$ cat src/include/rsc_cfg.svh
// Offsets, field positions, reset values and timing counts of the reset source controller
`ifndef RSC_CFG_SVH
`define RSC_CFG_SVH

// ==========================================================
// Register addresses
`define RSC_ADDR_SUPPLY_CTRL   8'hFF
`define RSC_ADDR_CAUSE         8'hEF

// ==========================================================
// supply_monitor_control fields
`define RSC_SMC_ON_BIT         7
`define RSC_SMC_VDD_RST_BIT    6
`define RSC_SMC_VDD_WARN_BIT   5
`define RSC_SMC_VBAT_WARN_BIT  4
`define RSC_SMC_CORE_IE_BIT    3
`define RSC_SMC_BAT_IE_BIT     2
`define RSC_SMC_UNUSED_VAL     2'h0
`define RSC_SMC_ON_RST         1'h1
`define RSC_SMC_CORE_IE_RST    1'h1
`define RSC_SMC_BAT_IE_RST     1'h0

// ==========================================================
// reset_cause_register fields
`define RSC_RC_RTC_BIT         7
`define RSC_RC_CMP_BIT         5
`define RSC_RC_SW_BIT          4
`define RSC_RC_MCD_BIT         2
`define RSC_RC_POR_BIT         1
`define RSC_RC_MCD_EN_RST      1'h0
`define RSC_RC_SEL_RST         1'h1

// ==========================================================
// Timing
`define RSC_CLK_PERIOD_NS      10
`define RSC_MCD_TIME_US        100
`define RSC_WDT_DIV            4'hC
`define RSC_WDT_LIMIT          8'hFF
`define RSC_RST_HOLD_CYC       4'h8
`define RSC_SYNC_INIT          8'h1F

`endif

$ cat src/include/rsc_pkg.sv
// Types shared by the reset source controller
package rsc_pkg;

	// Cause vector, field order matches reset_cause_register bits 7..0
	typedef struct packed {
		logic rtc;
		logic ferr;
		logic cmp;
		logic sw;
		logic wdt;
		logic missing_clock_detector;
		logic por;
		logic pin;
	} rsc_cause_type;

	// One flash access attempt as reported by the core, valid for one cycle
	typedef struct packed {
		logic wr_erase;
		logic prog_store_write_en;
		logic table_read;
		logic branch;
		logic above_lock;
		logic security_block;
	} rsc_flash_type;

	typedef enum logic [2:0] {
		RSC_RUN  = 3'b001,
		RSC_HOLD = 3'b010,
		RSC_EXIT = 3'b100
	} rsc_state_type;

endpackage

$ cat src/rsc_sync.sv
// Three-stage input synchroniser with agreement filter
`timescale 1ns/10ps

module rsc_sync #(
	parameter int          W    = 8,
	parameter logic [W-1:0] INIT = '0
) (
	input  wire logic         i_clk,
	input  wire logic         i_nrst,
	input  wire logic [W-1:0] i_async,
	output logic      [W-1:0] o_sync
);

	logic [W-1:0] s1;
	logic [W-1:0] s2;
	logic [W-1:0] s3;

	always_ff @(posedge i_clk or negedge i_nrst) begin
		if (!i_nrst) begin
			s1 <= INIT;
			s2 <= INIT;
			s3 <= INIT;
		end else begin
			s1 <= i_async;
			s2 <= s1;
			s3 <= s2;
		end
	end

	// A change is taken only when stages two and three agree
	always_ff @(posedge i_clk or negedge i_nrst) begin
		if (!i_nrst) begin
			o_sync <= INIT;
		end else begin
			o_sync <= (s2 & s3) | (o_sync & (s2 | s3));
		end
	end

endmodule

$ cat src/rsc_top.sv
// Reset source controller: cause capture, source enables and supply monitor control
`timescale 1ns/10ps
`include "rsc_cfg.svh"

// Functional notes
// - Monitor on bit; resets only when also selected
// - Bit 6 shows live core supply above reset
// - Bit 5 shows core supply above warning
// - Bit 4 shows battery above warning, variant-dependent
// - Bit 3 core warning interrupt enable, resets 1
// - Bit 2 battery warning interrupt enable, resets 0
// - Bits 1:0 read zero, writes ignored
// - Low reset pin forces reset, also asleep
// - Pin reset sets flag bit 0 on exit
// - Clock stuck beyond 100 us causes reset
// - Bit 2 enables detector; reads its flag
// - Detector reset off during low power, restored
// - Non-supply resets leave reset pin undriven
// - Bit 5 selects comparator reset; reads flag
// - Comparator reset in sleep only if wake-enabled
// - Watchdog on at divide-by-12 after reset
// - Watchdog reset off during low power, restored
// - Illegal flash accesses cause system reset
// - Flash error reset sets flag bit 6
// - Bit 7 selects clock-fail or alarm reset
// - Writing bit 4 forces reset; reads back 1
// - Selected monitor holds core, drives pin low
module rsc_top
	import rsc_pkg::*;
#(
	parameter int MCD_CYC        = (`RSC_MCD_TIME_US * 1000) / `RSC_CLK_PERIOD_NS,
	parameter bit HAS_VBAT_WARN  = 1'b1
) (
	input  wire logic          I_CLK,
	input  wire logic          I_NRST,
	input  wire logic [7:0]    I_SFR_ADDR,
	input  wire logic          I_SFR_WR,
	input  wire logic          I_SFR_RD,
	input  wire logic [7:0]    I_SFR_WDATA,
	output logic      [7:0]    O_SFR_RDATA,
	input  wire logic          I_RST_PIN_N,
	output logic               O_RST_PIN_OUT,
	output logic               O_RST_PIN_OE,
	input  wire logic          I_VDD_ABOVE_RST,
	input  wire logic          I_VDD_ABOVE_WARN,
	input  wire logic          I_VBAT_ABOVE_WARN,
	input  wire logic          I_CMP_OUT,
	input  wire logic          I_CMP_WAKE_EN,
	input  wire logic          I_RTC_OSC_FAIL,
	input  wire logic          I_RTC_ALARM,
	input  wire logic          I_CLK_SENSE,
	input  wire logic          I_LOW_POWER,
	input  wire logic          I_WDT_KICK,
	input  wire logic          I_WDT_DISABLE,
	input  wire rsc_flash_type I_FLASH,
	output logic               O_SYS_RST,
	output logic               O_SUPPLY_MONITOR_ON,
	output logic               O_CORE_WARN_IRQ,
	output logic               O_BAT_WARN_IRQ
);

	// ==========================================================
	// Input synchronisation
	logic [7:0]    sync_q;
	logic          pin_n;
	logic          vdd_rst_ok;
	logic          vdd_warn_ok;
	logic          vbat_warn_ok;
	logic          cmp_high;
	logic          rtc_fail;
	logic          rtc_alarm;
	logic          clk_sense;

	rsc_sync #(
		.W    (8),
		.INIT (`RSC_SYNC_INIT)
	) u_sync (
		.i_clk   (I_CLK),
		.i_nrst  (I_NRST),
		.i_async ({I_CLK_SENSE, I_RTC_ALARM, I_RTC_OSC_FAIL, I_CMP_OUT,
		           I_VBAT_ABOVE_WARN, I_VDD_ABOVE_WARN, I_VDD_ABOVE_RST, I_RST_PIN_N}),
		.o_sync  (sync_q)
	);

	assign pin_n        = sync_q[0];
	assign vdd_rst_ok   = sync_q[1];
	assign vdd_warn_ok  = sync_q[2];
	assign vbat_warn_ok = sync_q[3] & HAS_VBAT_WARN;
	assign cmp_high     = sync_q[4];
	assign rtc_fail     = sync_q[5];
	assign rtc_alarm    = sync_q[6];
	assign clk_sense    = sync_q[7];

	// ==========================================================
	// Control state
	rsc_state_type state;
	rsc_state_type next_state;
	rsc_cause_type cause;
	rsc_cause_type flags;
	rsc_cause_type req;
	logic          monitor_on;
	logic          monitor_select;
	logic          core_ie;
	logic          bat_ie;
	logic          mcd_en;
	logic          cmp_en;
	logic          rtc_en;
	logic          sw_req;
	logic          wdt_en;
	logic [3:0]    wdt_div;
	logic [7:0]    wdt_cnt;
	logic [15:0]   mcd_cnt;
	logic          clk_sense_d;
	logic [3:0]    hold_cnt;
	logic          run;
	logic          wr_smc;
	logic          wr_cause;
	logic          supply_fail;
	logic          src_active;
	logic [3:0]    drive_echo;
	logic          pin_ignore;

	assign run      = (state == RSC_RUN);
	assign wr_smc   = I_SFR_WR && run && (I_SFR_ADDR == `RSC_ADDR_SUPPLY_CTRL);
	assign wr_cause = I_SFR_WR && run && (I_SFR_ADDR == `RSC_ADDR_CAUSE);

	// ==========================================================
	// Reset requests
	// Power-fail reset is suspended in sleep so RAM survives a dying battery
	assign supply_fail = monitor_on && monitor_select && !vdd_rst_ok && !I_LOW_POWER;

	always_comb begin
		req      = '0;
		req.pin  = !pin_n && !pin_ignore;
		req.por  = supply_fail;
		req.missing_clock_detector  = mcd_en && !I_LOW_POWER && (mcd_cnt > 16'(MCD_CYC));
		req.cmp  = cmp_en && !cmp_high && (!I_LOW_POWER || I_CMP_WAKE_EN);
		req.wdt  = wdt_en && !I_LOW_POWER && (wdt_cnt == `RSC_WDT_LIMIT);
		req.ferr = (I_FLASH.wr_erase && I_FLASH.prog_store_write_en && I_FLASH.above_lock) ||
		           (I_FLASH.table_read && I_FLASH.above_lock) ||
		           (I_FLASH.branch && I_FLASH.above_lock) ||
		           I_FLASH.security_block ||
		           (I_FLASH.wr_erase && !monitor_on);
		req.rtc  = rtc_en && (rtc_fail || rtc_alarm);
		req.sw   = sw_req;
	end

	// Fixed priority when several sources coincide
	function automatic rsc_cause_type pick(input rsc_cause_type r);
		rsc_cause_type p;
		p = '0;
		if (r.por) begin
			p.por = 1'b1;
		end else if (r.pin) begin
			p.pin = 1'b1;
		end else if (r.missing_clock_detector) begin
			p.missing_clock_detector = 1'b1;
		end else if (r.cmp) begin
			p.cmp = 1'b1;
		end else if (r.wdt) begin
			p.wdt = 1'b1;
		end else if (r.ferr) begin
			p.ferr = 1'b1;
		end else if (r.rtc) begin
			p.rtc = 1'b1;
		end else if (r.sw) begin
			p.sw = 1'b1;
		end
		return p;
	endfunction

	// ==========================================================
	// Reset sequencer
	// Level sources keep the core held until they go away
	assign src_active = (!pin_n && !pin_ignore) || supply_fail || (cmp_en && !cmp_high) ||
	                    (cause.por && !vdd_rst_ok);

	always_comb begin
		case (state)
			RSC_RUN: begin
				next_state = (|req) ? RSC_HOLD : RSC_RUN;
			end
			RSC_HOLD: begin
				next_state = (!src_active && hold_cnt == `RSC_RST_HOLD_CYC - 4'h1) ? RSC_EXIT : RSC_HOLD;
			end
			RSC_EXIT: begin
				next_state = RSC_RUN;
			end
			default: begin
				next_state = RSC_HOLD;
			end
		endcase
	end

	always_ff @(posedge I_CLK or negedge I_NRST) begin
		if (!I_NRST) begin
			state <= RSC_HOLD;
		end else begin
			state <= next_state;
		end
	end

	always_ff @(posedge I_CLK or negedge I_NRST) begin
		if (!I_NRST) begin
			hold_cnt <= 4'h0;
		end else if (state != RSC_HOLD || src_active) begin
			hold_cnt <= 4'h0;
		end else if (hold_cnt != `RSC_RST_HOLD_CYC - 4'h1) begin
			hold_cnt <= hold_cnt + 4'h1;
		end
	end

	always_ff @(posedge I_CLK or negedge I_NRST) begin
		if (!I_NRST) begin
			cause <= '{por: 1'b1, default: 1'b0};
		end else if (run && (|req)) begin
			cause <= pick(req);
		end
	end

	// Flags change only on the way out of reset, so no clear can race a set
	always_ff @(posedge I_CLK or negedge I_NRST) begin
		if (!I_NRST) begin
			flags <= '0;
		end else if (state == RSC_EXIT) begin
			flags <= cause;
		end
	end

	always_ff @(posedge I_CLK or negedge I_NRST) begin
		if (!I_NRST) begin
			O_SYS_RST     <= 1'b1;
			O_RST_PIN_OE  <= 1'b1;
			O_RST_PIN_OUT <= 1'b0;
		end else begin
			O_SYS_RST     <= (next_state != RSC_RUN);
			// Only power-on and power-fail resets pull the pin
			O_RST_PIN_OE  <= (next_state == RSC_HOLD) && (run ? req.por : cause.por);
			O_RST_PIN_OUT <= 1'b0;
		end
	end

	// Our own pull comes back through the synchroniser; ignore the pin until that echo has passed.
	// Limitation: a press during a supply hold is not told apart from our own drive.
	assign pin_ignore = O_RST_PIN_OE || (|drive_echo);

	always_ff @(posedge I_CLK or negedge I_NRST) begin
		if (!I_NRST) begin
			drive_echo <= 4'hF;
		end else begin
			drive_echo <= {drive_echo[2:0], O_RST_PIN_OE};
		end
	end

	// ==========================================================
	// Software-writable enables
	always_ff @(posedge I_CLK or negedge I_NRST) begin
		if (!I_NRST) begin
			monitor_on <= `RSC_SMC_ON_RST;
			core_ie    <= `RSC_SMC_CORE_IE_RST;
			bat_ie     <= `RSC_SMC_BAT_IE_RST;
		end else if (state == RSC_EXIT && cause.por) begin
			monitor_on <= 1'b1;
		end else if (wr_smc) begin
			monitor_on <= I_SFR_WDATA[`RSC_SMC_ON_BIT];
			core_ie    <= I_SFR_WDATA[`RSC_SMC_CORE_IE_BIT];
			bat_ie     <= I_SFR_WDATA[`RSC_SMC_BAT_IE_BIT];
		end
	end

	// Supply selection survives all resets except power-on and power-fail, which set it; comparator and RTC selections clear on every reset
	always_ff @(posedge I_CLK or negedge I_NRST) begin
		if (!I_NRST) begin
			monitor_select <= `RSC_RC_SEL_RST;
			mcd_en         <= `RSC_RC_MCD_EN_RST;
			cmp_en         <= 1'b0;
			rtc_en         <= 1'b0;
		end else if (state == RSC_EXIT) begin
			monitor_select <= monitor_select | cause.por;
			cmp_en         <= 1'b0;
			rtc_en         <= 1'b0;
		end else if (wr_cause) begin
			monitor_select <= I_SFR_WDATA[`RSC_RC_POR_BIT];
			mcd_en         <= I_SFR_WDATA[`RSC_RC_MCD_BIT];
			cmp_en         <= I_SFR_WDATA[`RSC_RC_CMP_BIT];
			rtc_en         <= I_SFR_WDATA[`RSC_RC_RTC_BIT];
		end
	end

	always_ff @(posedge I_CLK or negedge I_NRST) begin
		if (!I_NRST) begin
			sw_req <= 1'b0;
		end else begin
			sw_req <= wr_cause && I_SFR_WDATA[`RSC_RC_SW_BIT];
		end
	end

	// ==========================================================
	// Missing clock detector: cycles since the sensed clock last moved
	always_ff @(posedge I_CLK or negedge I_NRST) begin
		if (!I_NRST) begin
			clk_sense_d <= 1'b0;
			mcd_cnt     <= 16'h0000;
		end else begin
			clk_sense_d <= clk_sense;
			// The clock may stop in low power; restart the count so waking does not fire at once
			if (!run || I_LOW_POWER || clk_sense != clk_sense_d) begin
				mcd_cnt <= 16'h0000;
			end else if (mcd_cnt <= 16'(MCD_CYC)) begin
				mcd_cnt <= mcd_cnt + 16'h0001;
			end
		end
	end

	// ==========================================================
	// Watchdog, ticking at the system clock divided by 12
	always_ff @(posedge I_CLK or negedge I_NRST) begin
		if (!I_NRST) begin
			wdt_en  <= 1'b1;
			wdt_div <= 4'h0;
			wdt_cnt <= 8'h00;
		end else if (!run) begin
			wdt_en  <= 1'b1;
			wdt_div <= 4'h0;
			wdt_cnt <= 8'h00;
		end else begin
			if (I_WDT_DISABLE) begin
				wdt_en <= 1'b0;
			end
			if (I_WDT_KICK || !wdt_en || I_LOW_POWER) begin
				wdt_div <= 4'h0;
				wdt_cnt <= 8'h00;
			end else if (wdt_div == `RSC_WDT_DIV - 4'h1) begin
				wdt_div <= 4'h0;
				if (wdt_cnt != `RSC_WDT_LIMIT) begin
					wdt_cnt <= wdt_cnt + 8'h01;
				end
			end else begin
				wdt_div <= wdt_div + 4'h1;
			end
		end
	end

	// ==========================================================
	// Register reads and status outputs
	always_ff @(posedge I_CLK or negedge I_NRST) begin
		if (!I_NRST) begin
			O_SFR_RDATA <= 8'h00;
		end else if (I_SFR_RD) begin
			case (I_SFR_ADDR)
				`RSC_ADDR_SUPPLY_CTRL: begin
					O_SFR_RDATA <= {monitor_on, vdd_rst_ok, vdd_warn_ok, vbat_warn_ok,
					                core_ie, bat_ie, `RSC_SMC_UNUSED_VAL};
				end
				`RSC_ADDR_CAUSE: begin
					O_SFR_RDATA <= flags;
				end
				default: begin
					O_SFR_RDATA <= 8'h00;
				end
			endcase
		end
	end

	always_ff @(posedge I_CLK or negedge I_NRST) begin
		if (!I_NRST) begin
			O_SUPPLY_MONITOR_ON <= 1'b1;
			O_CORE_WARN_IRQ     <= 1'b0;
			O_BAT_WARN_IRQ      <= 1'b0;
		end else begin
			O_SUPPLY_MONITOR_ON <= monitor_on;
			O_CORE_WARN_IRQ     <= core_ie && !vdd_warn_ok;
			O_BAT_WARN_IRQ      <= bat_ie && HAS_VBAT_WARN && !vbat_warn_ok;
		end
	end
endmodule

$ cat config.mk
export PLATFORM = sky130hd
export DESIGN_NAME = rsc_top
export DESIGN_NICKNAME = d
export VERILOG_FILES = /design/src/include/rsc_pkg.sv /design/src/rsc_sync.sv /design/src/rsc_top.sv
export VERILOG_INCLUDE_DIRS = /design/src /design/src/include
export SDC_FILE = /design/constraint.sdc
export NUM_CORES = 1
export LEC_CHECK = 0
export BUFFER_PORTS_ARGS = -buffer_cell sky130_fd_sc_hd__buf_2
export CAP_MARGIN = 20
export CORE_UTILIZATION = 30
export DETAILED_ROUTE_END_ITERATION = 10
export GPL_TIMING_DRIVEN = 0
export PLACE_DENSITY_LB_ADDON = 0.1
export SLEW_MARGIN = 20
export SYNTH_ARGS = -nofsm -noshare
export SYNTH_HDL_FRONTEND = slang
export SYNTH_SLANG_ARGS = --single-unit
$ cat constraint.sdc
create_clock -name I_CLK -period 2 [get_ports I_CLK]
set_input_delay 0.3 -clock I_CLK [delete_from_list [all_inputs] [get_ports I_CLK]]
set_output_delay 0.3 -clock I_CLK [all_outputs]
set_load 0.02 [all_outputs]
Yosys cells after proc, flatten, opt, wreduce, memory -nomap -nowiden

Index checks and enable logic that the tools add are counted.
W data, S select, Z words.

Input bits: 38
Bits in registers: 110
Logic and storage cells: 179

Add/subtract/negate cells: 4
Reductions and logical operators: 62
Order comparisons: 2
Equality and inequality tests: 17
Bitwise gates (word level): 7
Muxes and demuxes: 45

Operators by type and width:

| operator                | number |
|---|---|
| $mux W16                | 2 |
| $mux W8                 | 4 |
| $logic_and A1 B1 Y1     | 27 |
| $eq A8 B8 Y1 const B    | 3 |
| $mux W1                 | 24 |
| $mux W4                 | 5 |
| $add A16 B1 Y16 const B | 1 |
| $and A8 B8 Y8           | 2 |
| $gt A16 B14 Y1 const B  | 1 |
| $le A16 B14 Y1 const B  | 1 |
| $or A8 B8 Y8            | 2 |
| $pmux W8 S2             | 1 |
| $logic_or A1 B1 Y1      | 15 |
| $mux W6                 | 2 |
| $logic_not A1 Y1        | 11 |
| $ne A3 B1 Y1 const B    | 3 |
| $pmux W3 S3             | 1 |
| $add A4 B1 Y4 const B   | 2 |
| $add A8 B1 Y8 const B   | 1 |
| $mux W2                 | 4 |
| $ne A8 B8 Y1 const B    | 1 |
| $reduce_bool A2 Y1      | 4 |
| $reduce_or A8 Y1        | 1 |
| $eq A3 B2 Y1 const B    | 2 |
| other kinds (14)        | 17 |

Depth between registers and ports, before layout

Gate-level depths: netlist of run 1.

Depth in word-level cells: 13
Gate-level depth with buffers: 7
Depth with buffers taken out: 7

By module

From an unflattened synthesis of run 1, not the netlist that was laid out.

Cells, all modules: 394
Area, all modules: 4,541.9 um2

Modules (own cells, without submodules):

| module   | area an instance (um2) | times used | cells an instance |
|---|---|---|---|
| rsc_top  | 3,626.0                | 1          | 354 |
| rsc_sync | 915.9                  | 1          | 40 |

Worst setup path after synthesis of run 1

No wires, ideal clock.

Path kind: flip-flop to flip-flop
Start point: register mcd_cnt[11]
End point: register cause[0] (netlist name)
Library setup time: 125 ps
Required time: 1,875 ps
Arrival time: 2,033 ps
Path slack: -158 ps
Cell stages (with the launch flop): 6
Path through: dfrtp_1 or3b_4 o311ai_4 nand4b_4 a31oi_4 mux2_2

Longest elaborated chain between the ends: 4

RTL lines:

| element                | line           | RTL |
|---|---|---|
| from (decl)            | rsc_top.sv:112 | `logic [15:0] mcd_cnt;` |
| from (signal assigned) | rsc_top.sv:310 | `mcd_cnt <= mcd_cnt + 16'h0001;` |
| $gt A16 B14 Y1         | rsc_top.sv:136 | `req.missing_clock_detector = mcd_en && !I_LOW_POWER && (mcd_cnt > 16'(MCD_CYC));` |
| $logic_and A1 B1 Y1    | rsc_top.sv:136 |  |
| $reduce_or A8 Y1       | rsc_top.sv:216 | `end else if (run && (\|req)) begin` |
| $logic_and A1 B1 Y1    | rsc_top.sv:216 |  |
| to (signal assigned)   | rsc_top.sv:217 | `cause <= pick(req);` |
| to (decl)              | rsc_top.sv:98  | `rsc_cause_type cause;` |

Every way passes these cells.
A chain may end at the register's enable or synchronous reset.

Worst setup path after layout of run 1

Start point: register mcd_cnt[12]
End point: register cause[6] (netlist name)

Longest elaborated chain between the ends: 5
Elaborated cells between the ends (all ways): 7

RTL lines:

| element                 | line           | RTL |
|---|---|---|
| $gt A16 B14 Y1 (*)      | rsc_top.sv:136 |  |
| $logic_and A1 B1 Y1 (*) | rsc_top.sv:136 |  |
| $mux W5                 | rsc_top.sv:156 | `end else if (r.missing_clock_detector) begin` |
| $mux W6                 | rsc_top.sv:154 | `end else if (r.pin) begin` |
| $mux W6                 | rsc_top.sv:152 | `if (r.por) begin` |

Mark *: on every way between the ends. The rest lies on a longest branch, timed or not.

==> impl_metrics.env, run 1 <==
export IMPL_grt_first_pass_wirelength_um=16400
export IMPL_wirelength_um=9720
export IMPL_die_y_um=125
export IMPL_layout_cells_non_filler=657
export IMPL_viasPerCell=4.76
export IMPL_syn2layout_area_growth_pct=25.0
export IMPL_syn_avg_cell_area_um2=11.6
export IMPL_first_pass_iters=9
export IMPL_grt_use_total_pct=13.4
export IMPL_rows=44
export IMPL_crit_path_max_fanout=5
export IMPL_whs_ns=0.0445
export IMPL_reg2reg_from="mcd_cnt[12]"
export IMPL_ir_drop_v=0.000341
export IMPL_combPwrFrac_pct=5.3
export IMPL_relSlewSlack_pct=36.6
export IMPL_crit_family="compound AO/OA/AOI/OAI gates"
export IMPL_yosysWarnings=0
export IMPL_post_route_drc_count=4
export IMPL_crit_buf_inv=0
export IMPL_startpoint="mcd_cnt[12]"
export IMPL_switching_power_uw=989
export IMPL_end_kind="flop"
export IMPL_leakage_uw=0.00245
export IMPL_cap_violations=0
export IMPL_setup_viol=8
export IMPL_clock_sinks=110
export IMPL_slowest_stage="or3b_4"
export IMPL_ys_seq_elements=110
export IMPL_ctsLongestPathBuffers=2
export IMPL_cts_root_buf="clkbuf_16"
export IMPL_fin_worst_skew_ns=0.00982
export IMPL_finalCriticalPeriod_ns=2.07
export IMPL_slowest_delay_ns=0.41
export IMPL_ff2ff_setup_slack_ns=-0.07
export IMPL_initial_core_util_pct=31.0
export IMPL_dp_cells=624
export IMPL_nets=511
export IMPL_grt_pass1_vias=3127
export IMPL_dp_slack_ns=-0.535
export IMPL_worstSetupPathType="flop to flop"
export IMPL_clk_latency_ns=0.35
export IMPL_ioPinCount=52
export IMPL_h_tree_depth=3
export IMPL_gr_total_overflow=0
export IMPL_num_vias=3128
export IMPL_syn_area_um2=4550
export IMPL_clk_pin_slew_ns=0.08
export IMPL_r2r_cells=5
export IMPL_ys_seq_area_share_pct=61.4
export IMPL_power_share_clock_pct=39.6
export IMPL_cp_start_kind="flop"
export IMPL_cts_buffers=9
export IMPL_tightest_slew_ns=0.943
export IMPL_crit_cells=5
export IMPL_finalCritPeriodShare_pct=103
export IMPL_post_drt_wl_per_cell_um=14.8
export IMPL_tritoncts="done"
export IMPL_path_cells="or3b_4 -> o311ai_4 -> nand4b_4 -> a31oi_4 -> mux2_4"
export IMPL_p_seq_share_pct=55.2
export IMPL_arrival_ns=2.31
export IMPL_synth_edf_count=0
export IMPL_cp_required_ns=2.24
export IMPL_p_int_uw=3240
export IMPL_holdCritPathClass="input port to flop"
export IMPL_fmax_mhz=483
export IMPL_synthCells=392
export IMPL_die_width_um=125
export IMPL_status="finished, violations left"
export IMPL_antenna_found_initial=0
export IMPL_die_area_um2=15700
export IMPL_core_um2=14600
export IMPL_crit_end="cause[6]"
export IMPL_hpwl_um=6510
export IMPL_drtIter0Drc=144
export IMPL_drive_above_1_share_pct=34.2
export IMPL_ys_async_sr_fraction_pct=100
export IMPL_syn_nets=435
export IMPL_ant_nets=0
export IMPL_yosys_most_used_dff="dfrtp_1"
export IMPL_diodes=0
export IMPL_gp_congestion=0.735
export IMPL_hold_viol_final=0
export IMPL_ys_types=56
export IMPL_slew_viol_final=0
export IMPL_p_per_area_nw_per_um2=745
export IMPL_grt_start_max_net_pins=66
export IMPL_p_sw_share_pct=23.4
export IMPL_rsz0062_at_grt="true"
export IMPL_r2r_end="cause[6]"
export IMPL_fin_ws_ns=-0.0688
export IMPL_violations="DRC, setup timing"
export IMPL_io_buffers=47
==> area by class of cell <==
cell class                 count  area (µm²)
buffer                         8        33.8
clock inverter                 6        47.5
tap                          184         230
fill                        1446        8960
timing repair buffer          66         414
multi-input combinational    256        1860
inverter                      17        63.8
sequential                   110        2800
clock buffer                  10         229
==> timing repair <==
action,in CTS,in global routing
pin swaps,8,8
setup buffers,12,5
hold endpoints to repair,30,0
resized for setup,26,25
hold buffers,1,0
setup endpoints to repair,43,23
==> power groups by stage <==
stage | combinational (µW) | clock (µW) | sequential, µW
2_1_floorplan | 79.0 | 0 | 2380
4_1_cts | 221 | 1750 | 2340
3_5_place_dp | 208 | 0 | 2380
3_3_place_gp | 196 | 0 | 2380
6_report | 222 | 1680 | 2340
5_1_grt | 251 | 1830 | 2340
==> flip-flops by register name (all words and copies together) (netlist names), 8 cells and up <==
signal / count
u_sync.s2: 8
u_sync.s3: 8
flags: 8
cause: 8
O_SFR_RDATA: 8
u_sync.o_sync: 8
wdt_cnt: 8
mcd_cnt: 16
u_sync.s1: 8
==> worst min path at each step <==
stage                endpoint  slack (ns)         startpoint  cells past startpoint
2_1_floorplan  O_BAT_WARN_IRQ       0.004             I_NRST                      0
3_3_place_gp     u_sync.s2[6]        0.33       u_sync.s1[6]                      0
3_5_place_dp       mcd_cnt[0]        0.26             I_NRST                      1
4_1_cts          u_sync.s1[1]        0.02    I_VDD_ABOVE_RST                      1
5_1_grt          u_sync.s1[4]        0.02          I_CMP_OUT                      1
6_report         u_sync.s1[3]        0.04  I_VBAT_ABOVE_WARN                      1
==> cells in the mapped netlist, types with 3 or more instances <==
master / instances / area, µm²
a211oi_1: 5 / 37.5
a21oi_1: 16 / 80.1
a22oi_1: 6 / 45.0
and2_1: 5 / 31.3
and3_1: 3 / 18.8
and4_1: 3 / 26.3
clkbuf_1: 8 / 30.0
dfrtp_1: 77 / 1930
dfstp_2: 33 / 867
ha_1: 5 / 62.6
inv_1: 17 / 63.8
maj3_1: 8 / 80.1
mux2_2: 7 / 78.8
mux2i_1: 6 / 60.1
nand2_1: 40 / 150
nand3_1: 14 / 70.1
nand4_1: 5 / 31.3
nor2_1: 38 / 143
nor3_1: 11 / 55.1
nor3b_1: 3 / 22.5
nor4_1: 4 / 25.0
o21a_1: 3 / 22.5
o21ai_0: 14 / 70.1
or3_1: 5 / 31.3
xnor2_1: 14 / 123
xor2_1: 4 / 35.0
==> stage by stage <==
stage          total power, µW  TNS (ns)  area, µm²  utilization [%]
3_3_place_gp              2570    -66.78       5010             34.2
6_report                  4230    -0.391       5680             38.8
4_1_cts                   4310    -0.671       5540             37.8
2_1_floorplan             2450    -0.849       4550                -
3_5_place_dp              2580    -11.44       5050             34.5
5_1_grt                   4430     -1.14       5680             38.8
==> logic make-up (layout without fill, tap and decap cells) <==
group,after synthesis,in the layout,synth area share [%]
flip-flops,110,110,61.4
AND/OR/NAND/NOR,148,148,16.8
multiplexers,13,13,3.05
other,1,1,0.0825
AO/OA/AOI/OAI,63,63,9.74
buffers and inverters,26,107,2.23
XOR/XNOR,18,18,3.47
adder cells (fa/ha/maj),13,13,3.14
==> layout by cell type, fill, tap and decap left out, drive strengths merged, types with 11 or more instances in the layout <==
cell    Yosys  final
buf         1     66
inv        17     18
clkbuf      8     17
nand2      40     40
nor3       11     11
nor2       38     38
dfstp      33     33
a21oi      16     16
o21ai      16     16
dfrtp      77     77
nand3      14     14
xnor2      14     14
==> layer usage <==
metal / vias up / track usage [%] / part of all wire (%)
met1: 1524 / 18.9 / 50
met4: 0 / 6.38 / 2.3
li1: 1533 / - / -
met2: 56 / 19.6 / 44
met5: - / 0 / 0
met3: 15 / 3.00 / 3.3
No activity file was read; power rests on OpenSTA's default activity.
==> inputs of run 2 (changes only) <==
ABC_AREA = 1   (was not set)
CTS_BUF_LIST = sky130_fd_sc_hd__clkbuf_8   (was not set)
==> run 2 against run 1 <==
Net effect: the run now ends clean; routed wire length is 5.1% higher; hold slack better by 0.025 ns; sequential share of layout area is 1.1 points higher.
==> impl_metrics.env, run 2 <==
export IMPL_combPwrFrac_pct=5.8
export IMPL_holdCritPathClass="input port to flop"
export IMPL_yosys_most_used_dff="dfrtp_1"
export IMPL_post_drt_wl_per_cell_um=12.9
export IMPL_synthTopCellsByArea="dfrtp_1, dfstp_2, nand2_1, inv_1, nor2_1"
export IMPL_status="completed"
export IMPL_p_per_area_nw_per_um2=728
export IMPL_fin_worst_skew_ns=0.0168
export IMPL_die_width_um=127
export IMPL_nets=618
export IMPL_grt_use_total_pct=13.9
export IMPL_synthCells=506
export IMPL_finalSetupTns_ns=0
export IMPL_clock_sinks=110
export IMPL_worstSetupPathType="flop to flop"
export IMPL_fill_cells=1597
export IMPL_arrival_ns=2.08
export IMPL_ys_seq_elements=110
export IMPL_yosysMostFrequentCell="nand2_1"
export IMPL_syn_area_um2=4690
export IMPL_ant_nets=0
export IMPL_syn_nets=549
export IMPL_ys_top_cells_by_count="nand2_1, dfrtp_1, inv_1"
export IMPL_p_int_uw=3040
export IMPL_p_seq_share_pct=58.8
export IMPL_hpwl_um=7340
export IMPL_diodes=0
export IMPL_switching_power_uw=988
export IMPL_cts_buffers=9
export IMPL_viasPerCell=4.40
export IMPL_ys_seq_area_share_pct=59.5
export IMPL_layout_cells_most_common_list="nand2_1, dfrtp_1, inv_1"
export IMPL_drive_above_1_share_pct=21.0
export IMPL_syn_avg_cell_area_um2=9.28
export IMPL_wirelength_um=10200
export IMPL_tritoncts="done"
export IMPL_ys_async_sr_fraction_pct=100
export IMPL_ys_types=33
export IMPL_initial_core_util_pct=30.8
export IMPL_grt_start_max_net_pins=58
export IMPL_slew_viol_final=0
export IMPL_seqCellArea_um2=2790
export IMPL_gp_congestion=0.785
export IMPL_hold_viol_final=0
export IMPL_yosysWarnings=0
export IMPL_multi_input_area_um2=1600
export IMPL_top_register="mcd_cnt"
export IMPL_cts_root_buf="clkbuf_8"
export IMPL_post_route_drc_count=0
export IMPL_rsz0062_at_grt="false"
export IMPL_relSlewSlack_pct=53.5
export IMPL_drtIter0Drc=184
export IMPL_clk_pin_slew_ns=0.10
export IMPL_cap_violations=0
export IMPL_core_um2=15300
export IMPL_die_y_um=127
export IMPL_cp_start_kind="flop"
export IMPL_tightest_slew_ns=0.693
export IMPL_whs_ns=0.0690
export IMPL_leakage_uw=0.00254
export IMPL_cp_required_ns=2.32
export IMPL_final_common_cell="nand2_1"
export IMPL_h_tree_depth=3
export IMPL_rows=45
export IMPL_crit_path_max_fanout=10
export IMPL_layout_cells_non_filler=791
export IMPL_power_share_clock_pct=35.5
export IMPL_ioPinCount=52
export IMPL_ctsLongestPathBuffers=2
export IMPL_io_buffers=47
export IMPL_syn2layout_area_growth_pct=18.0
export IMPL_setup_viol=0
export IMPL_largest_reg_flops=16
export IMPL_end_kind="flop"
export IMPL_finalCritPeriodShare_pct=87.9
export IMPL_antenna_found_initial=0
export IMPL_fmax_mhz=569
export IMPL_yosysTopAreaCell="dfrtp_1"
export IMPL_first_pass_iters=4
export IMPL_clk_latency_ns=0.39
export IMPL_p_sw_share_pct=24.5
export IMPL_dp_cells=765
export IMPL_finalCriticalPeriod_ns=1.76
export IMPL_ir_drop_v=0.000309
export IMPL_synth_edf_count=0
export IMPL_gr_total_overflow=0
export IMPL_synth_top_area_share_pct=41.1
export IMPL_grt_pass1_vias=3424
export IMPL_die_area_um2=16100
export IMPL_num_vias=3480
export IMPL_grt_first_pass_wirelength_um=17300
[run 2: cell types whose count changed after synthesis, sizes merged, moves of 6 or more]
cell	change
clkbuf	-6
a22oi	-6
inv	+56
o22ai	+6
nand4	+6
o21ai	+22
nor2	+21
nand3	+18
xnor2	-12
mux2i	-6
o31ai	+7
mux2	-7
nand2	+73
[run 2: power groups by stage]
stage	registers [µW]	logic, µW	clock network [µW]
3_5_place_dp	2410	226	0
6_report	2370	233	1430
2_1_floorplan	2410	97.0	0
3_3_place_gp	2410	214	0
5_1_grt	2380	267	1590
4_1_cts	2370	241	1520
[run 2: cells by family after synthesis]
| kind of cell | share of synthesized area [%] |
|---|---|
| other cells | 0.0799 |
| simple gates | 21.5 |
| compound gates | 7.86 |
| xor+xnor | 1.49 |
| flops | 59.5 |
| buf+inv | 6.48 |
| fa+ha+maj | 3.04 |
[run 2: timing repair]
| item | in CTS | in global routing |
|---|---|---|
| hold buffers | 9 | 0 |
| resized for setup | 0 | 3 |
| buffers inserted | 0 | 1 |
| endpoints found under the hold margin | 52 | 0 |
| setup endpoints to repair | 0 | 5 |
[run 2: area by class of cell]
| class | instances | share of cell area, % |
|---|---|---|
| Sequential cell | 110 | 50.4 |
| Multi-Input combinational cell | 318 | 29.0 |
| Timing Repair Buffer | 58 | 6.62 |
| Inverter | 74 | 5.01 |
| Tap cell | 211 | 4.77 |
| Clock buffer | 10 | 2.48 |
| Clock inverter | 6 | 1.26 |
| Buffer | 4 | 0.474 |
[run 2: stage by stage]
step	setup slack [ns]	total power, µW	utilization, %	area (µm²)
2_1_floorplan	0.490	2500	-	4690
3_3_place_gp	-0.742	2620	34.0	5190
3_5_place_dp	0.115	2640	34.3	5230
4_1_cts	0.0835	4130	36.2	5520
5_1_grt	0.0338	4240	36.3	5540
6_report	0.242	4030	36.3	5540
[run 2: path summary, 6_finish.rpt]
| path | start | end | slack, ns | depth (start not counted) |
|---|---|---|---|---|
| setup reg to reg | monitor_on | cause[7] | 0.24 | 9 |
| setup / recovery | monitor_on | cause[7] | 0.24 | 9 |
| hold reg to reg | u_sync.s1[3] | u_sync.s2[3] | 0.36 | 0 |
| hold / removal | I_WDT_DISABLE | wdt_en | 0.07 | 2 |
| max in group asynchronous | I_NRST | u_sync.s1[3] | 0.81 | 3 |
| min in group asynchronous | I_NRST | mcd_cnt[14] | 0.45 | 2 |
[run 2: metal layers]
metal	share of wire (%)	GRT usage [%]	up-vias
li1	-	-	1763
met1	48	18.5	1640
met2	45	22.1	66
met3	5.1	3.69	11
met4	1.2	3.99	0
met5	0	0	-
[run 2: critical path, stage by stage, from the launching register on]
cell and delay (ns):
dfstp_2 0.64, nand2_1 0.07, nand2_1 0.11, nand3_1 0.09, nor2_1 0.21, nand4_4 0.18
nand2_4 0.14, buf_6 0.15, nand2_1 0.06, nand2_1 0.05
